`config.mk`:
```
export PLATFORM = sky130hd
export DESIGN_NAME = wwd_top
export DESIGN_NICKNAME = d
export VERILOG_FILES = /design/src/wwd_pkg.sv /design/src/wwd_prescaler.sv /design/src/wwd_top.sv
export SDC_FILE = /design/constraint.sdc
export NUM_CORES = 1
export LEC_CHECK = 0
export BUFFER_PORTS_ARGS = -buffer_cell sky130_fd_sc_hd__buf_2
export CAP_MARGIN = 10
export CORE_ASPECT_RATIO = 0.8
export CORE_UTILIZATION = 50
export CTS_CLUSTER_SIZE = 16
export DETAILED_ROUTE_END_ITERATION = 7
export PLACE_DENSITY_LB_ADDON = 0.1
export SYNTH_ARGS = -nofsm -noshare
export SYNTH_HDL_FRONTEND = slang
export SYNTH_SLANG_ARGS = --single-unit
```
`constraint.sdc`:
```
create_clock -name hclk -period 2.3 [get_ports hclk]
set_input_delay 0.345 -clock hclk [delete_from_list [all_inputs] [get_ports hclk]]
set_output_delay 0.345 -clock hclk [all_outputs]
set_load 0.005 [all_outputs]
```
`src/wwd_pkg.sv`:
```
// How it works
// - Prescaler phase unknown at write; timeout bounded
// - Plain halt: one more decrement, then frozen
// - Interrupt wake from halt: delayed restart
// - Reset wake: disabled unless hardware option
// - Halt-reset option turns plain halt into reset
// - Oscillator interrupt enable gives active-halt, frozen
// - Active-halt wake: interrupt immediate, reset delayed
// - Hardware option: always active, activation ignored
// - Decrement per prescaler period; reset at 40h->3Fh
// - Reload above window value causes reset
// - Activation set by software, cleared only by reset
package wwd_pkg;
   // Register indices; byte address is four times the index
   localparam logic [7:0] CTRL_INDEX   = 8'h2a;
   localparam logic [7:0] WINDOW_INDEX = 8'h2b;
   localparam logic [7:0] STATUS_INDEX = 8'h2c;
   localparam int         INDEX_LSB    = 2;
   localparam int         INDEX_MSB    = 9;
   // Field layout of the control register
   localparam int         ACT_BIT      = 7;
   localparam int         T6_BIT       = 6;
   localparam int         CNT_W        = 7;
   // Reset values
   localparam logic [6:0] COUNT_RESET  = 7'h7f;
   localparam logic [6:0] WINDOW_RESET = 7'h7f;
   // Counter value whose decrement expires the watchdog
   localparam logic [6:0] EXPIRE_VALUE = 7'h40;
   // Prescaler period in oscillator cycles, and wake delays in cpu clocks
   localparam int         TICK_DIV_DEFAULT = 16384;
   localparam int         WAKE_SHORT       = 256;
   localparam int         WAKE_LONG        = 4096;
   localparam int         DLY_W            = 13;
   localparam int         SYNC_STAGES      = 2;
   // AHB transfer type bit that marks an active transfer
   localparam int         HTRANS_ACTIVE    = 1;

   // Counter states, Gray-coded along run, halt, frozen, delay, run
   typedef enum logic [2:0] {
      WWD_RUN       = 3'b000,
      WWD_HALT_LAST = 3'b001,
      WWD_FROZEN    = 3'b011,
      WWD_DELAY     = 3'b010,
      WWD_ACT_HALT  = 3'b100
   } wwd_state_type;

   // Control register contents
   typedef struct packed {
      logic       watchdog_activate;
      logic [6:0] timeout_count_field;
   } wwd_ctrl_type;

   // Latched AHB address phase
   typedef struct packed {
      logic       valid;
      logic       write;
      logic [7:0] index;
   } wwd_ahb_req_type;

   // Option byte straps after synchronising
   typedef struct packed {
      logic long_wake;
      logic halt_reset_option;
      logic hw_watchdog;
   } wwd_opt_type;
endpackage

```
`src/wwd_prescaler.sv`:
```
`timescale 1ns/10ps
module wwd_prescaler #(
   parameter int DIV = 16384
) (
   // Clock and reset
   input  wire logic hclk,
   input  wire logic hresetn,
   // Control and strobe
   input  wire logic run,
   output logic      tick
);
   localparam int PW = $clog2(DIV);
   localparam logic [PW-1:0] LAST = PW'(DIV - 1);

   logic [PW-1:0] phase;
   logic [PW-1:0] next_phase;

   // Phase holds while frozen and is never cleared by a register write
   assign tick       = run && (phase == LAST);
   assign next_phase = !run ? phase : (tick ? '0 : phase + PW'(1));

   // Prescaler phase register
   always_ff @(posedge hclk or negedge hresetn) begin
      if (!hresetn) begin
         phase <= '0;
      end else begin
         phase <= next_phase;
      end
   end
endmodule

```
`src/wwd_top.sv`:
```
`timescale 1ns/10ps
module wwd_top #(
   parameter int TICK_DIV = wwd_pkg::TICK_DIV_DEFAULT
) (
   // Clock and reset
   input  wire logic        hclk,
   input  wire logic        hresetn,
   // AHB-Lite slave
   input  wire logic        hsel,
   input  wire logic [31:0] haddr,
   input  wire logic [1:0]  htrans,
   input  wire logic        hwrite,
   input  wire logic [2:0]  hsize,
   input  wire logic [31:0] hwdata,
   input  wire logic        hready,
   output logic             hreadyout,
   output logic             hresp,
   output logic [31:0]      hrdata,
   // Option byte straps, asynchronous pins
   input  wire logic        opt_hw_watchdog,
   input  wire logic        opt_halt_reset,
   input  wire logic        opt_long_wake,
   // Core and clock controller, same clock
   input  wire logic        halt_request,
   input  wire logic        oscillator_interrupt_enable,
   input  wire logic        osc_interrupt,
   input  wire logic        ext_interrupt,
   // Results
   output logic             mcu_reset_req,
   output logic             cpu_halted
);
   localparam logic [wwd_pkg::DLY_W-1:0] DLY_SHORT = wwd_pkg::DLY_W'(wwd_pkg::WAKE_SHORT - 1);
   localparam logic [wwd_pkg::DLY_W-1:0] DLY_LONG  = wwd_pkg::DLY_W'(wwd_pkg::WAKE_LONG - 1);

   // Address decode used by both the read mux and the write strobes
   function automatic logic hit(input logic [7:0] idx, input logic [7:0] reg_index);
      hit = (idx == reg_index);
   endfunction

   wwd_pkg::wwd_state_type   state;
   wwd_pkg::wwd_state_type   next_state;
   wwd_pkg::wwd_ctrl_type    ctrl;
   wwd_pkg::wwd_ctrl_type    next_ctrl;
   wwd_pkg::wwd_ahb_req_type dphase;
   wwd_pkg::wwd_ahb_req_type next_dphase;
   wwd_pkg::wwd_opt_type     opt;
   logic [6:0]               window;
   logic [6:0]               next_window;
   logic [wwd_pkg::DLY_W-1:0] dly;
   logic [wwd_pkg::DLY_W-1:0] next_dly;
   logic [wwd_pkg::DLY_W-1:0] dly_last;
   logic [2:0]               sync_a;
   logic [2:0]               sync_b;
   logic [31:0]              next_rdata;
   logic                     next_reset_req;
   logic                     next_halted;
   logic                     tick;
   logic                     counting;
   logic                     dec;
   logic                     active;
   logic                     wr_ctrl;
   logic                     wr_window;
   logic                     expire;
   logic                     win_fault;
   logic                     soft_fault;
   logic                     halt_fault;
   logic                     addr_valid;
   logic [7:0]               addr_index;

   // Two-flop synchronisers for the option straps
   genvar g;
   generate
      for (g = 0; g < 3; g++) begin : g_sync
         always_ff @(posedge hclk or negedge hresetn) begin
            if (!hresetn) begin
               sync_a[g] <= 1'b0;
               sync_b[g] <= 1'b0;
            end else begin
               sync_a[g] <= (g == 0) ? opt_hw_watchdog :
                            (g == 1) ? opt_halt_reset : opt_long_wake;
               sync_b[g] <= sync_a[g];
            end
         end
      end
   endgenerate
   assign opt = wwd_pkg::wwd_opt_type'(sync_b);

   // Prescaler; it runs only while the counter is allowed to decrement
   assign counting = (state == wwd_pkg::WWD_RUN) || (state == wwd_pkg::WWD_HALT_LAST);
   wwd_prescaler #(.DIV(TICK_DIV)) u_prescaler (
      .hclk    (hclk),
      .hresetn (hresetn),
      .run     (counting),
      .tick    (tick)
   );

   // AHB address phase capture and decode
   assign addr_valid  = hsel && hready && htrans[wwd_pkg::HTRANS_ACTIVE];
   assign addr_index  = haddr[wwd_pkg::INDEX_MSB:wwd_pkg::INDEX_LSB];
   assign next_dphase = '{valid: addr_valid, write: hwrite, index: addr_index};
   assign wr_ctrl     = dphase.valid && dphase.write && hit(dphase.index, wwd_pkg::CTRL_INDEX);
   assign wr_window   = dphase.valid && dphase.write && hit(dphase.index, wwd_pkg::WINDOW_INDEX);
   assign hreadyout   = 1'b1;
   assign hresp       = 1'b0;

   // Counter and activation; a write reload wins over a decrement
   assign active  = ctrl.watchdog_activate || opt.hw_watchdog;
   assign dec     = counting && tick;
   assign next_ctrl.timeout_count_field = wr_ctrl ? hwdata[wwd_pkg::CNT_W-1:0] :
                                          dec ? ctrl.timeout_count_field - 7'h01 :
                                          ctrl.timeout_count_field;
   assign next_ctrl.watchdog_activate = ctrl.watchdog_activate ||
                                        (wr_ctrl && hwdata[wwd_pkg::ACT_BIT]);
   assign next_window = wr_window ? hwdata[wwd_pkg::CNT_W-1:0] : window;

   // Fault sources that request a microcontroller reset
   assign expire     = dec && !wr_ctrl && active &&
                       (ctrl.timeout_count_field == wwd_pkg::EXPIRE_VALUE);
   assign win_fault  = wr_ctrl && active && (ctrl.timeout_count_field > window);
   assign soft_fault = wr_ctrl && !hwdata[wwd_pkg::T6_BIT] &&
                       (next_ctrl.watchdog_activate || opt.hw_watchdog);
   assign halt_fault = (state == wwd_pkg::WWD_RUN) && halt_request &&
                       !oscillator_interrupt_enable && opt.halt_reset_option;
   assign next_reset_req = mcu_reset_req || expire || win_fault || soft_fault ||
                           halt_fault;

   // Wake delay length and counter
   assign dly_last = opt.long_wake ? DLY_LONG : DLY_SHORT;
   assign next_dly = (state == wwd_pkg::WWD_DELAY) ? dly + wwd_pkg::DLY_W'(1) : '0;

   // Low-power state machine
   always_comb begin
      next_state = state;
      case (state)
         wwd_pkg::WWD_RUN: begin
            if (halt_request && !halt_fault) begin
               next_state = oscillator_interrupt_enable ? wwd_pkg::WWD_ACT_HALT
                                                        : wwd_pkg::WWD_HALT_LAST;
            end
         end
         wwd_pkg::WWD_HALT_LAST: begin
            if (ext_interrupt) begin
               next_state = wwd_pkg::WWD_DELAY;
            end else if (tick) begin
               next_state = wwd_pkg::WWD_FROZEN;
            end
         end
         wwd_pkg::WWD_FROZEN: begin
            if (ext_interrupt) begin
               next_state = wwd_pkg::WWD_DELAY;
            end
         end
         wwd_pkg::WWD_DELAY: begin
            if (dly == dly_last) begin
               next_state = wwd_pkg::WWD_RUN;
            end
         end
         wwd_pkg::WWD_ACT_HALT: begin
            if (osc_interrupt || ext_interrupt) begin
               next_state = wwd_pkg::WWD_RUN;
            end
         end
         default: next_state = wwd_pkg::WWD_DELAY;
      endcase
   end
   assign next_halted = (next_state != wwd_pkg::WWD_RUN) && (next_state != wwd_pkg::WWD_DELAY);

   // Read mux sees next values so a read right after a write returns new data
   assign next_rdata =
      !(addr_valid && !hwrite) ? hrdata :
      hit(addr_index, wwd_pkg::CTRL_INDEX)   ? {24'h000000, next_ctrl} :
      hit(addr_index, wwd_pkg::WINDOW_INDEX) ? {25'h0000000, next_window} :
      hit(addr_index, wwd_pkg::STATUS_INDEX) ? {27'h0000000, next_reset_req,
                                                opt.hw_watchdog, state} :
      32'h00000000;

   // Registers; reset leaves the counter waiting out the wake delay
   always_ff @(posedge hclk or negedge hresetn) begin
      if (!hresetn) begin
         state         <= wwd_pkg::WWD_DELAY;
         ctrl          <= '{watchdog_activate: 1'b0,
                            timeout_count_field: wwd_pkg::COUNT_RESET};
         window        <= wwd_pkg::WINDOW_RESET;
         dphase        <= '0;
         dly           <= 13'h0000;
         hrdata        <= 32'h00000000;
         mcu_reset_req <= 1'b0;
         cpu_halted    <= 1'b0;
      end else begin
         state         <= next_state;
         ctrl          <= next_ctrl;
         window        <= next_window;
         dphase        <= next_dphase;
         dly           <= next_dly;
         hrdata        <= next_rdata;
         mcu_reset_req <= next_reset_req;
         cpu_halted    <= next_halted;
      end
   end
endmodule

```
==> Word level (Yosys, flattened, before mapping) <==
Index checks and enable logic that the tools add are counted.
{ "totals": {"regBits": 95, "latch_bits": 0, "ram_bits": 0, "romBits": 0, "input_bits": 81, "output_inout_bits": 36, "word_cells": 89, "mem_count": 0} }
{ "classes": {"add_sub_neg": 3, "n_mul": 0, "div": 0, "order_cmp": 1, "eq_ne": 13, "shifts": 0, "muxes": 17, "bitwise": 0, "n_reduce_logical": 37} }
{ "op_table": {"columns": ["op", "count"], "rows": [
  ["$eq 8x6->1 const B", 5],
  ["$mux 7", 4],
  ["$logic_and 1x1->1", 21],
  ["$mux 3", 7],
  ["$pmux 3 s5", 1],
  ["$add 14x1->14 const B", 1],
  ["$eq 14x14->1 const B", 1],
  ["$mux 14", 1],
  ["$add 13x1->13 const B", 1],
  ["$eq 13x12->1", 1],
  ["$mux 13", 1],
  ["$mux 12", 1],
  ["$logic_or 1x1->1", 9],
  ["$mux 8", 1],
  ["$eq 7x7->1 const B", 1],
  ["$gt 7x7->1", 1],
  ["$sub 7x1->7 const B", 1],
  ["$eq 3x2->1 const B", 2],
  ["$logic_not 1->1", 5],
  ["$mux 5", 1],
  ["$eq 3x1->1 const B", 1],
  ["$eq 3x3->1 const B", 1],
  ["$logic_not 3->1", 1],
  ["$ne 3x2->1 const B", 1],
  ["$reduce_bool 3->1", 1]
]} }

==> Longest topological paths before layout <==
Gate-level depths: netlist of run 1.
{ "logic_depth": {"depth_word": 14, "ltp_mapped": 7, "ltp_nobuf": 7} }

==> Hierarchy <==
A second synthesis of run 1 with hierarchy kept.
{ "hier_totals": {"hier_cells": 354, "hier_area_um2": 3642.2} }
{ "modules_own_cells": {"columns": ["mod", "instances", "cells_per_inst", "area_each_um2", "seq_area_each_um2"], "rows": [
  ["wwd_top", 1, 286, 2947.8, 1445.1],
  ["wwd_prescaler", 1, 68, 694.4, 350.3]
]} }

==> Worst setup path before layout of run 1 <==
Ideal clock, no wire load.
{ "synth_path": {"kind": "register -> register", "from": "reg u_prescaler.phase[0]", "to": "reg hrdata[3]", "setup_ns": 0.136, "t_arrival_ns": 1.907, "required_time_ns": 2.164, "setup_slack_ns": 0.256, "path_stages_with_launch": 8, "path_buffers": 1, "synth_period_minus_slack_ns": 2.044, "path_cell_list": "dfrtp_1 > ha_1 > nand4bb_4 > or4_1 > clkbuf_1 > o31a_1 > o21ai_1 > a31oi_1"} }
{ "synth_between": {"elab_chain_len": 6} }
{ "synth_rtl": {"columns": ["element", "line", "text"], "rows": [
  ["start: declaration", "wwd_prescaler.sv:15", "logic [PW-1:0] phase;"],
  ["start signal: assignment", "wwd_prescaler.sv:27", "phase <= next_phase;"],
  ["$eq 14x14->1", "wwd_prescaler.sv:19", "assign tick = run && (phase == LAST);"],
  ["$logic_and 1x1->1", "wwd_prescaler.sv:19", null],
  ["$logic_and 1x1->1", "wwd_top.sv:108", "assign dec = counting && tick;"],
  ["$mux 7", "wwd_top.sv:110", "dec ? ctrl.timeout_count_field - 7'h01 :"],
  ["$mux 7", "wwd_top.sv:109", "assign next_ctrl.timeout_count_field = wr_ctrl ? hwdata[wwd_pkg::CNT_W-1:0] :"],
  ["$mux 8", "wwd_top.sv:171", "hit(addr_index, wwd_pkg::CTRL_INDEX) ? {24'h000000, next_ctrl} :"],
  ["end signal: assignment", "wwd_top.sv:195", "hrdata <= next_rdata;"],
  ["end: declaration", "wwd_top.sv:18", "output logic [31:0] hrdata,"]
]} }
No other way between the ends.
A chain may end at the register's enable or synchronous reset.

==> Worst setup path in the final report of run 1 <==
{ "layout_path": {"from": "reg ctrl[3] (netlist bit)", "to": "reg hrdata[4]"} }
{ "layout_between": {"elab_chain_len": 9, "elab_cells_between_ends": 14, "cone_classes": "add/sub: 1; order compare: 1; eq/ne: 1; mux: 5; reduce/logical: 6"} }
{ "layout_rtl": {"columns": ["element", "line", "text"], "rows": [
  ["start: declaration", "wwd_top.sv:42", "wwd_pkg::wwd_ctrl_type ctrl;"],
  ["start signal: assignment", "wwd_top.sv:181", "ctrl <= '{watchdog_activate: 1'b0,"],
  ["start signal: assignment", "wwd_top.sv:191", "ctrl <= next_ctrl;"],
  ["branches (longest 8 deep; another with $gt 7x7->1)", null, null],
  ["$mux 8 (*)", "wwd_top.sv:171", null]
]} }
Every way passes the cells marked *.

==> reports/results.ini, run 1 <==
[worst_setup_path]
end_kind=flop
crit_required_ns=2.58
worstPathMaxFanout=5
path_cells=or4b_1, or4_1, nor4_1, buf_4, o211ai_1, nand3_1
rr_startpoint=ctrl[3]
crit_start=ctrl[3]
arrival_ns=2.49
cp_slowest_cell=or4b_1
cp_top_family=simple AND/OR/NAND/NOR gates
cp_num_buf_inv=1
slowest_delay_ns=0.52
criticalPathCategory=reg2reg
cp-start-kind=flop

[logic_synthesis]
synth_cell_types=59
synth_edf_count=0
synthFlopType=dfrtp_1
synth-seq-area-share_pct=48.81
ys_warn_count=0
syn_area_um2=3679
synthArstFlopShare_pct=100.0
synth-seq-cells=71
syn_inst=368
avgSynthCellArea_um2=9.996

[power_and_ir_drop]
power_density_nw_per_um2=650.3
p_leak_uw=0.001957
vdd_ir_drop_max_mv=0.4763

[floorplan]
ios=117
core_um2=6993
num_rows=27
initial_core_util_pct=52.60
die_area_um2=7706
die_w_um=97.90
die_h_um=78.72

[route]
routed_via_density=5.361
drt_iter0_drc=173
wl_per_cell_um=14.99
drc=4
wl_um=7766
ant_nets=0
vias=2777
first_pass_iters=7

[global_route]
grt_use_total_pct=21.82
grt_max_degree=72
grt_pass1_vias=2629
overflow=0
grt_pass1_wl_um=12920
grt_antenna_before_repair=0

[job]
drv_cap=0

[finish]
fill_cells=604
area_growth_pct=14.05
drive_above_1_share_pct=23.67
nets=518
antennaDiodeCount=0
final_util_pct=59.99

[status]
violations=design-rule violations, negative hold slack
status=complete, but fails checks

[timing]
fin_hold_ws_ns=-0.01423
clock_skew_ns=0.01090
finalSetupViolations=0
setup_tns_ns=0
fmax_mhz=452.9
fin_crit_sh_pct=96.00
rsz0062_at_grt=no
layout_min_cycle_time_ns=2.208
hold_violations=3
slew_violations=0

[clock_tree]
htree_levels=3
cts_hold_repair.buffers=0
cts_sinks=71
clk_pin_slew_ns=0.09
cts_made_buffers=9
tritoncts=done
cts-root-buf=clkbuf_8
clock_path_buffers=2
clk-insertion-delay-late_ns=0.35

[worst_hold_path]
hold_class=in2async

[place]
port_buffers=38
gp_congestion=0.8495
hpwl_um=5739

==> path summary, 6_finish.rpt <==
path	endpoint	slack, ns	depth (start not counted)
setup reg to reg	hrdata[4]	0.09	6
setup / recovery	hrdata[4]	0.09	6
max in group asynchronous	window[0]	1.94	2
hold reg to reg	opt[2]	0.36	0
min in group hclk	sync_a[1]	0.09	1
hold / removal	hrdata[5]	-0.01	2
==> per-stage QoR <==
| step | cell area (um^2) | setup WS (ns) | std cells | power [uW] | hold slack, ns |
|---|---|---|---|---|---|
| floorplan | 3769 | 0.2564 | 392 | 1634 | 0.04941 |
| global placement | 3993 | 0.1016 | 502 | 1719 | 0.3321 |
| detailed placement | 3993 | 0.1029 | 502 | 1732 | 0.3371 |
| CTS | 4195 | 0.09316 | 518 | 2764 | 0.01033 |
| global route | 4195 | 0.0004623 | 518 | 2859 | 0.03933 |
| finish | 4195 | 0.09194 | 518 | 2728 | -0.01423 |
==> worst reg2reg max path: cells and delay by family (launching register included) <==
kind | cells | cell delay, ns
simple gates | 4 | 1.48
flops | 1 | 0.41
buf+inv | 1 | 0.18
compound gates | 1 | 0.08
==> per-layer routing <==
metal / track usage [%] / routed length, um / vias up
li1: - / - / 1376
met1: 32.58 / 3957 / 1309
met2: 31.13 / 3312 / 83
met3: 4.665 / 411 / 9
met4: 7.727 / 85 / 0
met5: 0 / 0 / -
==> sequential cells by signal, indices dropped and copies added, names as in the netlist <==
register,cells
state,3
u_prescaler.phase,14
dphase,10
opt,3
cpu_halted,1
sync_a,3
window,7
ctrl,8
mcu_reset_req,1
hrdata,8
dly,13
==> what timing repair did <==
item                       in CTS  in global routing
setup buffers                   0                  0
setup endpoints to repair       0                  1
resized for setup               0                  1
==> layout make-up <==
cell class | instances | area, um^2 | area share (%)
Timing Repair Buffer | 58 | 352.8 | 8.410
Sequential cell | 71 | 1795 | 42.80
Inverter | 13 | 48.80 | 1.163
Tap cell | 87 | 108.9 | 2.595
Clock buffer | 9 | 123.9 | 2.953
Clock inverter | 7 | 78.83 | 1.879
Multi-Input combinational cell | 273 | 1687 | 40.20
==> cells in the mapped netlist (all sizes together) (3+ instances only) <==
library cell	number	share of area, %
dfrtp	56	38
nor2	45	4.6
nand2	30	3.1
buf	28	5.7
o21ai	17	2.3
dfstp	15	11
inv	13	1.3
a21oi	12	1.6
ha	11	3.7
xnor2	11	2.6
nand3	10	1.4
xor2	10	2.4
nor3	9	1.2
nor4	9	2.3
clkbuf	7	0.71
nand4	7	1.2
a31oi	6	1.0
and3	6	1.0
mux2	4	1.2
nor2b	4	0.68
or2	4	0.68
and4	3	0.71
nand2b	3	0.51
nor4b	3	0.71
o31a	3	0.71
or3	3	0.51
or4	3	0.61
==> logic make-up after synthesis <==
family	Yosys count	share of synthesized area, %
xor+xnor	21	5.000
fa+ha+maj	11	3.741
buf+inv	48	7.789
flops	71	48.81
other cells	2	0.2042
compound gates	62	11.12
simple gates	147	21.56
mux	6	1.769
==> where the power goes <==
group | internal (uW) | leakage, uW | switching, uW
Sequential | 1350 | 0.000880 | 80.2
Clock | 512 | 0.0000929 | 508
Combinational | 124 | 0.000985 | 153
Total | 1990 | 0.00196 | 741
==> layout by cell type, fill, tap and decap left out, drive strengths merged, types with 6 or more instances in the layout <==
cell type,synthesis,layout
conb,2,26
and3,6,6
ha,11,11
nor3,9,9
clkbuf,7,9
a21oi,12,12
nand4,7,7
nor2,45,45
dfrtp,56,56
dfstp,15,15
nor4,9,9
buf,28,58
o21ai,17,17
xor2,10,10
xnor2,11,11
inv,13,16
a31oi,6,6
nand3,10,10
nand2,30,30
No activity file was read; power rests on OpenSTA's default activity.
==> run 2: changes to the inputs <==
==> constraint.sdc (replaced) <==
create_clock -name hclk -period 2.7 [get_ports hclk]
set_input_delay 0.405 -clock hclk [delete_from_list [all_inputs] [get_ports hclk]]
set_output_delay 0.405 -clock hclk [all_outputs]
set_load 0.005 [all_outputs]
==> reports/results.ini, run 2 (synthesis gave the netlist of run 1 again) <==
[timing]
setup_tns_ns=0  ; unchanged
fin_hold_ws_ns=0.09547  ; was -0.01423 ns
fmax_mhz=431.2  ; was 452.9 MHz
layout_min_cycle_time_ns=2.319  ; was 2.208 ns
hold_violations=0  ; was 3
clock_skew_ns=0.01060  ; was 0.01090 ns
tightest_slew_ns=0.6769
slew_violations=0  ; unchanged
finalSetupViolations=0  ; unchanged
max-slew-margin-rel_pct=54.87
rsz0062_at_grt=no  ; unchanged
fin_crit_sh_pct=85.89  ; was 96.00%

[global_route]
grt_max_degree=43  ; was 72
grt_use_total_pct=21.57  ; was 21.82%
overflow=0  ; unchanged
grt_pass1_wl_um=12700  ; was 12,920 um
grt_antenna_before_repair=0  ; unchanged
grt_pass1_vias=2597  ; was 2,629

[floorplan]
num_rows=27  ; unchanged
die_h_um=78.72  ; unchanged
ios=117  ; unchanged
initial_core_util_pct=52.60  ; unchanged
core_um2=6993  ; unchanged
die_area_um2=7706  ; unchanged
die_w_um=97.90  ; unchanged

[worst_setup_path]
worstPathMaxFanout=6  ; was 5
cp-start-kind=flop  ; unchanged
crit_required_ns=2.97  ; was 2.58 ns
end_kind=flop  ; unchanged
criticalPathCategory=reg2reg  ; unchanged
arrival_ns=2.59  ; was 2.49 ns

[finish]
stdcell_area_um2=4148  ; was 4195 um^2
finalNonFillerCells=507  ; was 518
antennaDiodeCount=0  ; unchanged
area_growth_pct=12.76  ; was 14.05%
layout_common_cells=dfrtp_1, nor2_1, buf_2, nand2_1, conb_1  ; unchanged
largest_register_ffs=14  ; unchanged
top_register=u_prescaler.phase  ; unchanged
final_common_cell=dfrtp_1  ; unchanged
drive_above_1_share_pct=21.19  ; was 23.67%
top_regs=u_prescaler.phase x14, dly x13, dphase x10  ; unchanged
nets=507  ; was 518

[status]
status=complete, but fails checks  ; unchanged
violations=design-rule violations  ; was design-rule violations, negative hold slack

[route]
wl_um=7544  ; was 7766 um
first_pass_iters=6  ; was 7
wl_per_cell_um=14.88  ; was 14.99 um
drc=4  ; unchanged
ant_nets=0  ; unchanged
vias=2718  ; was 2,777
routed_via_density=5.361  ; about the same
drt_iter0_drc=148  ; was 173

[clock_tree]
cts-root-buf=clkbuf_8  ; unchanged
cts_resized=0  ; unchanged
htree_levels=3  ; unchanged
post_cts_buffers=0  ; unchanged
tritoncts=done  ; unchanged
cts_made_buffers=9  ; unchanged
clk_pin_slew_ns=0.07  ; was 0.09 ns
clock_path_buffers=2  ; unchanged
clk-insertion-delay-late_ns=0.34  ; was 0.35 ns
cts_sinks=71  ; unchanged
cts_hold_repair.buffers=0  ; unchanged

[place]
gp_congestion=0.8215  ; was 0.8495
port_buffers=38  ; unchanged
postPlaceCellArea_um2=3910  ; was 3993 um^2
placed_cells_incl_taps=491  ; was 502
hpwl_um=5630  ; was 5739 um

[power_and_ir_drop]
clock_power_share_pct=40.9  ; was 37.4%
power_frac_seq_pct=49.5  ; was 52.5%
power_density_nw_per_um2=594.3  ; was 650.3 nW/um^2
p_leak_uw=0.001924  ; was 0.001957 uW
vdd_ir_drop_max_mv=0.3818  ; was 0.4763 mV
internal-power_uw=1872  ; was 1987 uW
pwr-share-comb_pct=9.6  ; was 10.2%
switchingPower_uw=593.0  ; was 741.2 uW
swShare_pct=24.06  ; was 27.17%
power.total_uw=2465  ; was 2728 uW

[worst_hold_path]
hold_class=in2async  ; unchanged

[job]
drv_cap=0  ; unchanged

run 2: changes by cell type in the layout (fill, tap and decap cells not counted), sizes merged:
cell / previous run / this run
clkinv: 0 / 1
clkbuf: 9 / 11
buf: 58 / 47
bufinv: 1 / 3
inv: 16 / 13
clkinvlp: 3 / 1
run 2: critical path, stage by stage (launching register included):
cell       delay [ns]
dfrtp_1          0.39
ha_1             0.26
nand4bb_4        0.19
or4_1            0.61
nor4_1           0.55
o211ai_1         0.15
nand3_1          0.11
run 2: metrics by stage:
step                      utilization [%]  setup WS, ns
final                               59.31        0.3811
after CTS                           59.31        0.3947
after floorplan                         -        0.6564
after global routing                59.31        0.3002
after global placement              55.91        0.4278
after detailed placement            55.91        0.4208
run 2: final timing paths:
kind / cells past startpoint / to / startpoint / slack, ns
min in group hclk: 1 / sync_a[2] / opt_long_wake / 0.16
max: 6 / hrdata[4] / u_prescaler.phase[0] / 0.38
max in group asynchronous: 2 / window[2] / hresetn / 1.89
max reg2reg: 6 / hrdata[4] / u_prescaler.phase[0] / 0.38
min reg2reg: 0 / opt[2] / sync_a[2] / 0.35
min: 1 / hrdata[5] / hresetn / 0.1
run 2: layer usage:
| layer | vias up | part of all wire (%) | global-route usage [%] |
|---|---|---|---|
| met2 | 70 | 43 | 30.63 |
| met3 | 4 | 5.7 | 6.954 |
| met1 | 1295 | 51 | 31.95 |
| li1 | 1349 | - | - |
| met5 | - | 0 | 0 |
| met4 | 0 | 0.33 | 4.545 |
run 2: cell type report:
cell class,instances,area (um^2)
fill,606,2845
sequential,71,1795
multi-input combinational,273,1687
timing repair buffer,47,270.3
clock buffer,11,131.4
tap,87,108.9
clock inverter,5,106.4
inverter,13,48.80
run 2: power groups by stage:
stage / Sequential (uW) / Clock, uW / Combinational [uW]
after detailed placement: 1240 / 0 / 239
after floorplan: 1220 / 0 / 168
after global routing: 1230 / 1080 / 269
after global placement: 1230 / 0 / 230
final: 1220 / 1010 / 237
after CTS: 1220 / 1040 / 239
==> run 3: changes to the inputs <==
==> constraint.sdc (replaced) <==
create_clock -name hclk -period 2.92 [get_ports hclk]
set_input_delay 0.438 -clock hclk [delete_from_list [all_inputs] [get_ports hclk]]
set_output_delay 0.438 -clock hclk [all_outputs]
set_load 0.005 [all_outputs]
==> reports/results.ini, run 3 (synthesis gave the netlist of run 1 again) <==
[status]
status=complete, but fails checks  ; unchanged
violations=design-rule violations  ; unchanged

[power_and_ir_drop]
vdd_ir_drop_max_mv=0.3543  ; was 0.3818 mV
p_leak_uw=0.001899  ; was 0.001924 uW
power_density_nw_per_um2=523.8  ; was 594.3 nW/um^2

[finish]
top_regs=u_prescaler.phase x14, dly x13, dphase x10  ; unchanged
area_growth_pct=11.26  ; was 12.76%
final_common_cell=dfrtp_1  ; unchanged
layout_common_cells=dfrtp_1, nor2_1, buf_2, nand2_1, conb_1  ; unchanged
drive_above_1_share_pct=21.05  ; was 21.19%
final_util_pct=58.53  ; was 59.31%
finalNonFillerCells=505  ; was 507
register_area_um2=1795  ; unchanged
multiInputGateArea_um2=1687  ; unchanged
largest_register_ffs=14  ; unchanged
fill_cells=628  ; was 606
nets=505  ; was 507
stdcell_area_um2=4093  ; was 4148 um^2
top_register=u_prescaler.phase  ; unchanged
antennaDiodeCount=0  ; unchanged

[timing]
layout_min_cycle_time_ns=2.351  ; was 2.319 ns
clock_skew_ns=0.009982  ; was 0.01060 ns
max-slew-margin-rel_pct=54.83  ; was 54.87%
slew_violations=0  ; unchanged
fmax_mhz=425.3  ; was 431.2 MHz
finalSetupViolations=0  ; unchanged
tightest_slew_ns=0.6776  ; was 0.6769 ns
rsz0062_at_grt=no  ; unchanged
setup_tns_ns=0  ; unchanged
setup_slack_ns=0.5689  ; was 0.3811 ns
hold_violations=0  ; unchanged
fin_crit_sh_pct=80.52  ; was 85.89%

[clock_tree]
htree_levels=3  ; unchanged
tritoncts=done  ; unchanged
cts_sinks=71  ; unchanged
cts_resized=0  ; unchanged
post_cts_buffers=0  ; unchanged
clock_path_buffers=2  ; unchanged
clk-insertion-delay-late_ns=0.35  ; was 0.34 ns
cts-root-buf=clkbuf_8  ; unchanged
cts_hold_repair.buffers=0  ; unchanged
cts_made_buffers=9  ; unchanged
clk_pin_slew_ns=0.08  ; was 0.07 ns

[floorplan]
die_area_um2=7706  ; unchanged
die_w_um=97.90  ; unchanged
initial_core_util_pct=52.60  ; unchanged
num_rows=27  ; unchanged
core_um2=6993  ; unchanged
die_h_um=78.72  ; unchanged
ios=117  ; unchanged

[worst_setup_path]
cp_slowest_cell=and3_1  ; was or4_1
end_kind=flop  ; unchanged
criticalPathCategory=reg2reg  ; unchanged
path_cells=nor4b_1, and3_1, mux2_2, a22oi_1, a31oi_1  ; was ha_1, nand4bb_4, or4_1, nor4_1, o211ai_1, nand3_1
cp-start-kind=flop  ; unchanged
arrival_ns=2.59  ; about the same
worstPathMaxFanout=11  ; was 6
slowest_delay_ns=0.58  ; was 0.61 ns
crit_required_ns=3.16  ; was 2.97 ns

[global_route]
overflow=0  ; unchanged
grt_use_total_pct=22.49  ; was 21.57%
grt_max_degree=43  ; unchanged
grt_antenna_before_repair=0  ; unchanged
grt_pass1_vias=2665  ; was 2,597
grt_pass1_wl_um=13250  ; was 12,700 um

[route]
ant_nets=0  ; unchanged
drc=4  ; unchanged
wl_per_cell_um=15.37  ; was 14.88 um
first_pass_iters=6  ; unchanged
drt_iter0_drc=89  ; was 148
vias=2767  ; was 2,718
wl_um=7762  ; was 7544 um
routed_via_density=5.479  ; was 5.361

[place]
hpwl_um=5699  ; was 5630 um
port_buffers=38  ; unchanged
postPlaceCellArea_um2=3895  ; was 3910 um^2
place_ws_ns=0.5929  ; was 0.4208 ns
gp_congestion=0.8236  ; was 0.8215
placed_cells_incl_taps=489  ; was 491

[worst_hold_path]
hold_class=in2async  ; unchanged

[job]
drv_cap=0  ; unchanged

-- run 3: cell types whose count changed in the layout (fill, tap and decap cells not counted) --
| cell | change |
|---|---|
| buf_4 | -2 |
| bufinv_16 | -2 |
| clkbuf_1 | -1 |
| clkbuf_8 | +1 |
| clkinv_2 | +2 |
| clkinv_4 | -1 |
| inv_6 | +1 |
-- run 3: layout make-up --
cell class / instances / area share (%)
repair buffers: 45 / 6.237
clock buffers: 11 / 3.455
multi-input cells: 273 / 41.21
inverters: 13 / 1.192
clock inverters: 5 / 1.376
flip-flops and latches: 71 / 43.87
well taps: 87 / 2.660
-- run 3: metal layers --
layer	global-route usage, %	part of all wire, %
met5	0	0
met4	6.818	1.3
met3	5.106	4.4
met2	32.46	43
met1	33.56	51
-- run 3: through the flow --
step	hold slack [ns]	power, uW
final	0.1142	2144
after global routing	0.1547	2246
after CTS	0.1407	2164
after detailed placement	0.3364	1367
after global placement	0.3316	1354
after floorplan	0.1424	1287
-- run 3: critical path, delay by kind of cell, from the launching register on --
family,cells,cell delay (ns)
AND/OR/NAND/NOR,2,1.15
multiplexers,1,0.41
flip-flops,1,0.37
AO/OA/AOI/OAI,2,0.31
-- run 3: power by group --
group          leakage (uW)  switching (uW)  total (uW)  internal [uW]
combinational      0.000920             123         220           96.4
sequential         0.000880            65.3        1130           1060
clock             0.0000997             376         794            418
-- run 3: worst paths after layout --
path,start,endpoint,slack [ns],depth (start not counted)
min in group hclk,opt_halt_reset,sync_a[1],0.18,1
max in group asynchronous,hresetn,window[2],2.08,2
hold reg to reg,sync_a[0],opt[0],0.35,0
setup reg to reg,dphase[4],hrdata[0],0.57,5
hold / removal,hresetn,hrdata[5],0.11,1
setup / recovery,dphase[4],hrdata[0],0.57,5
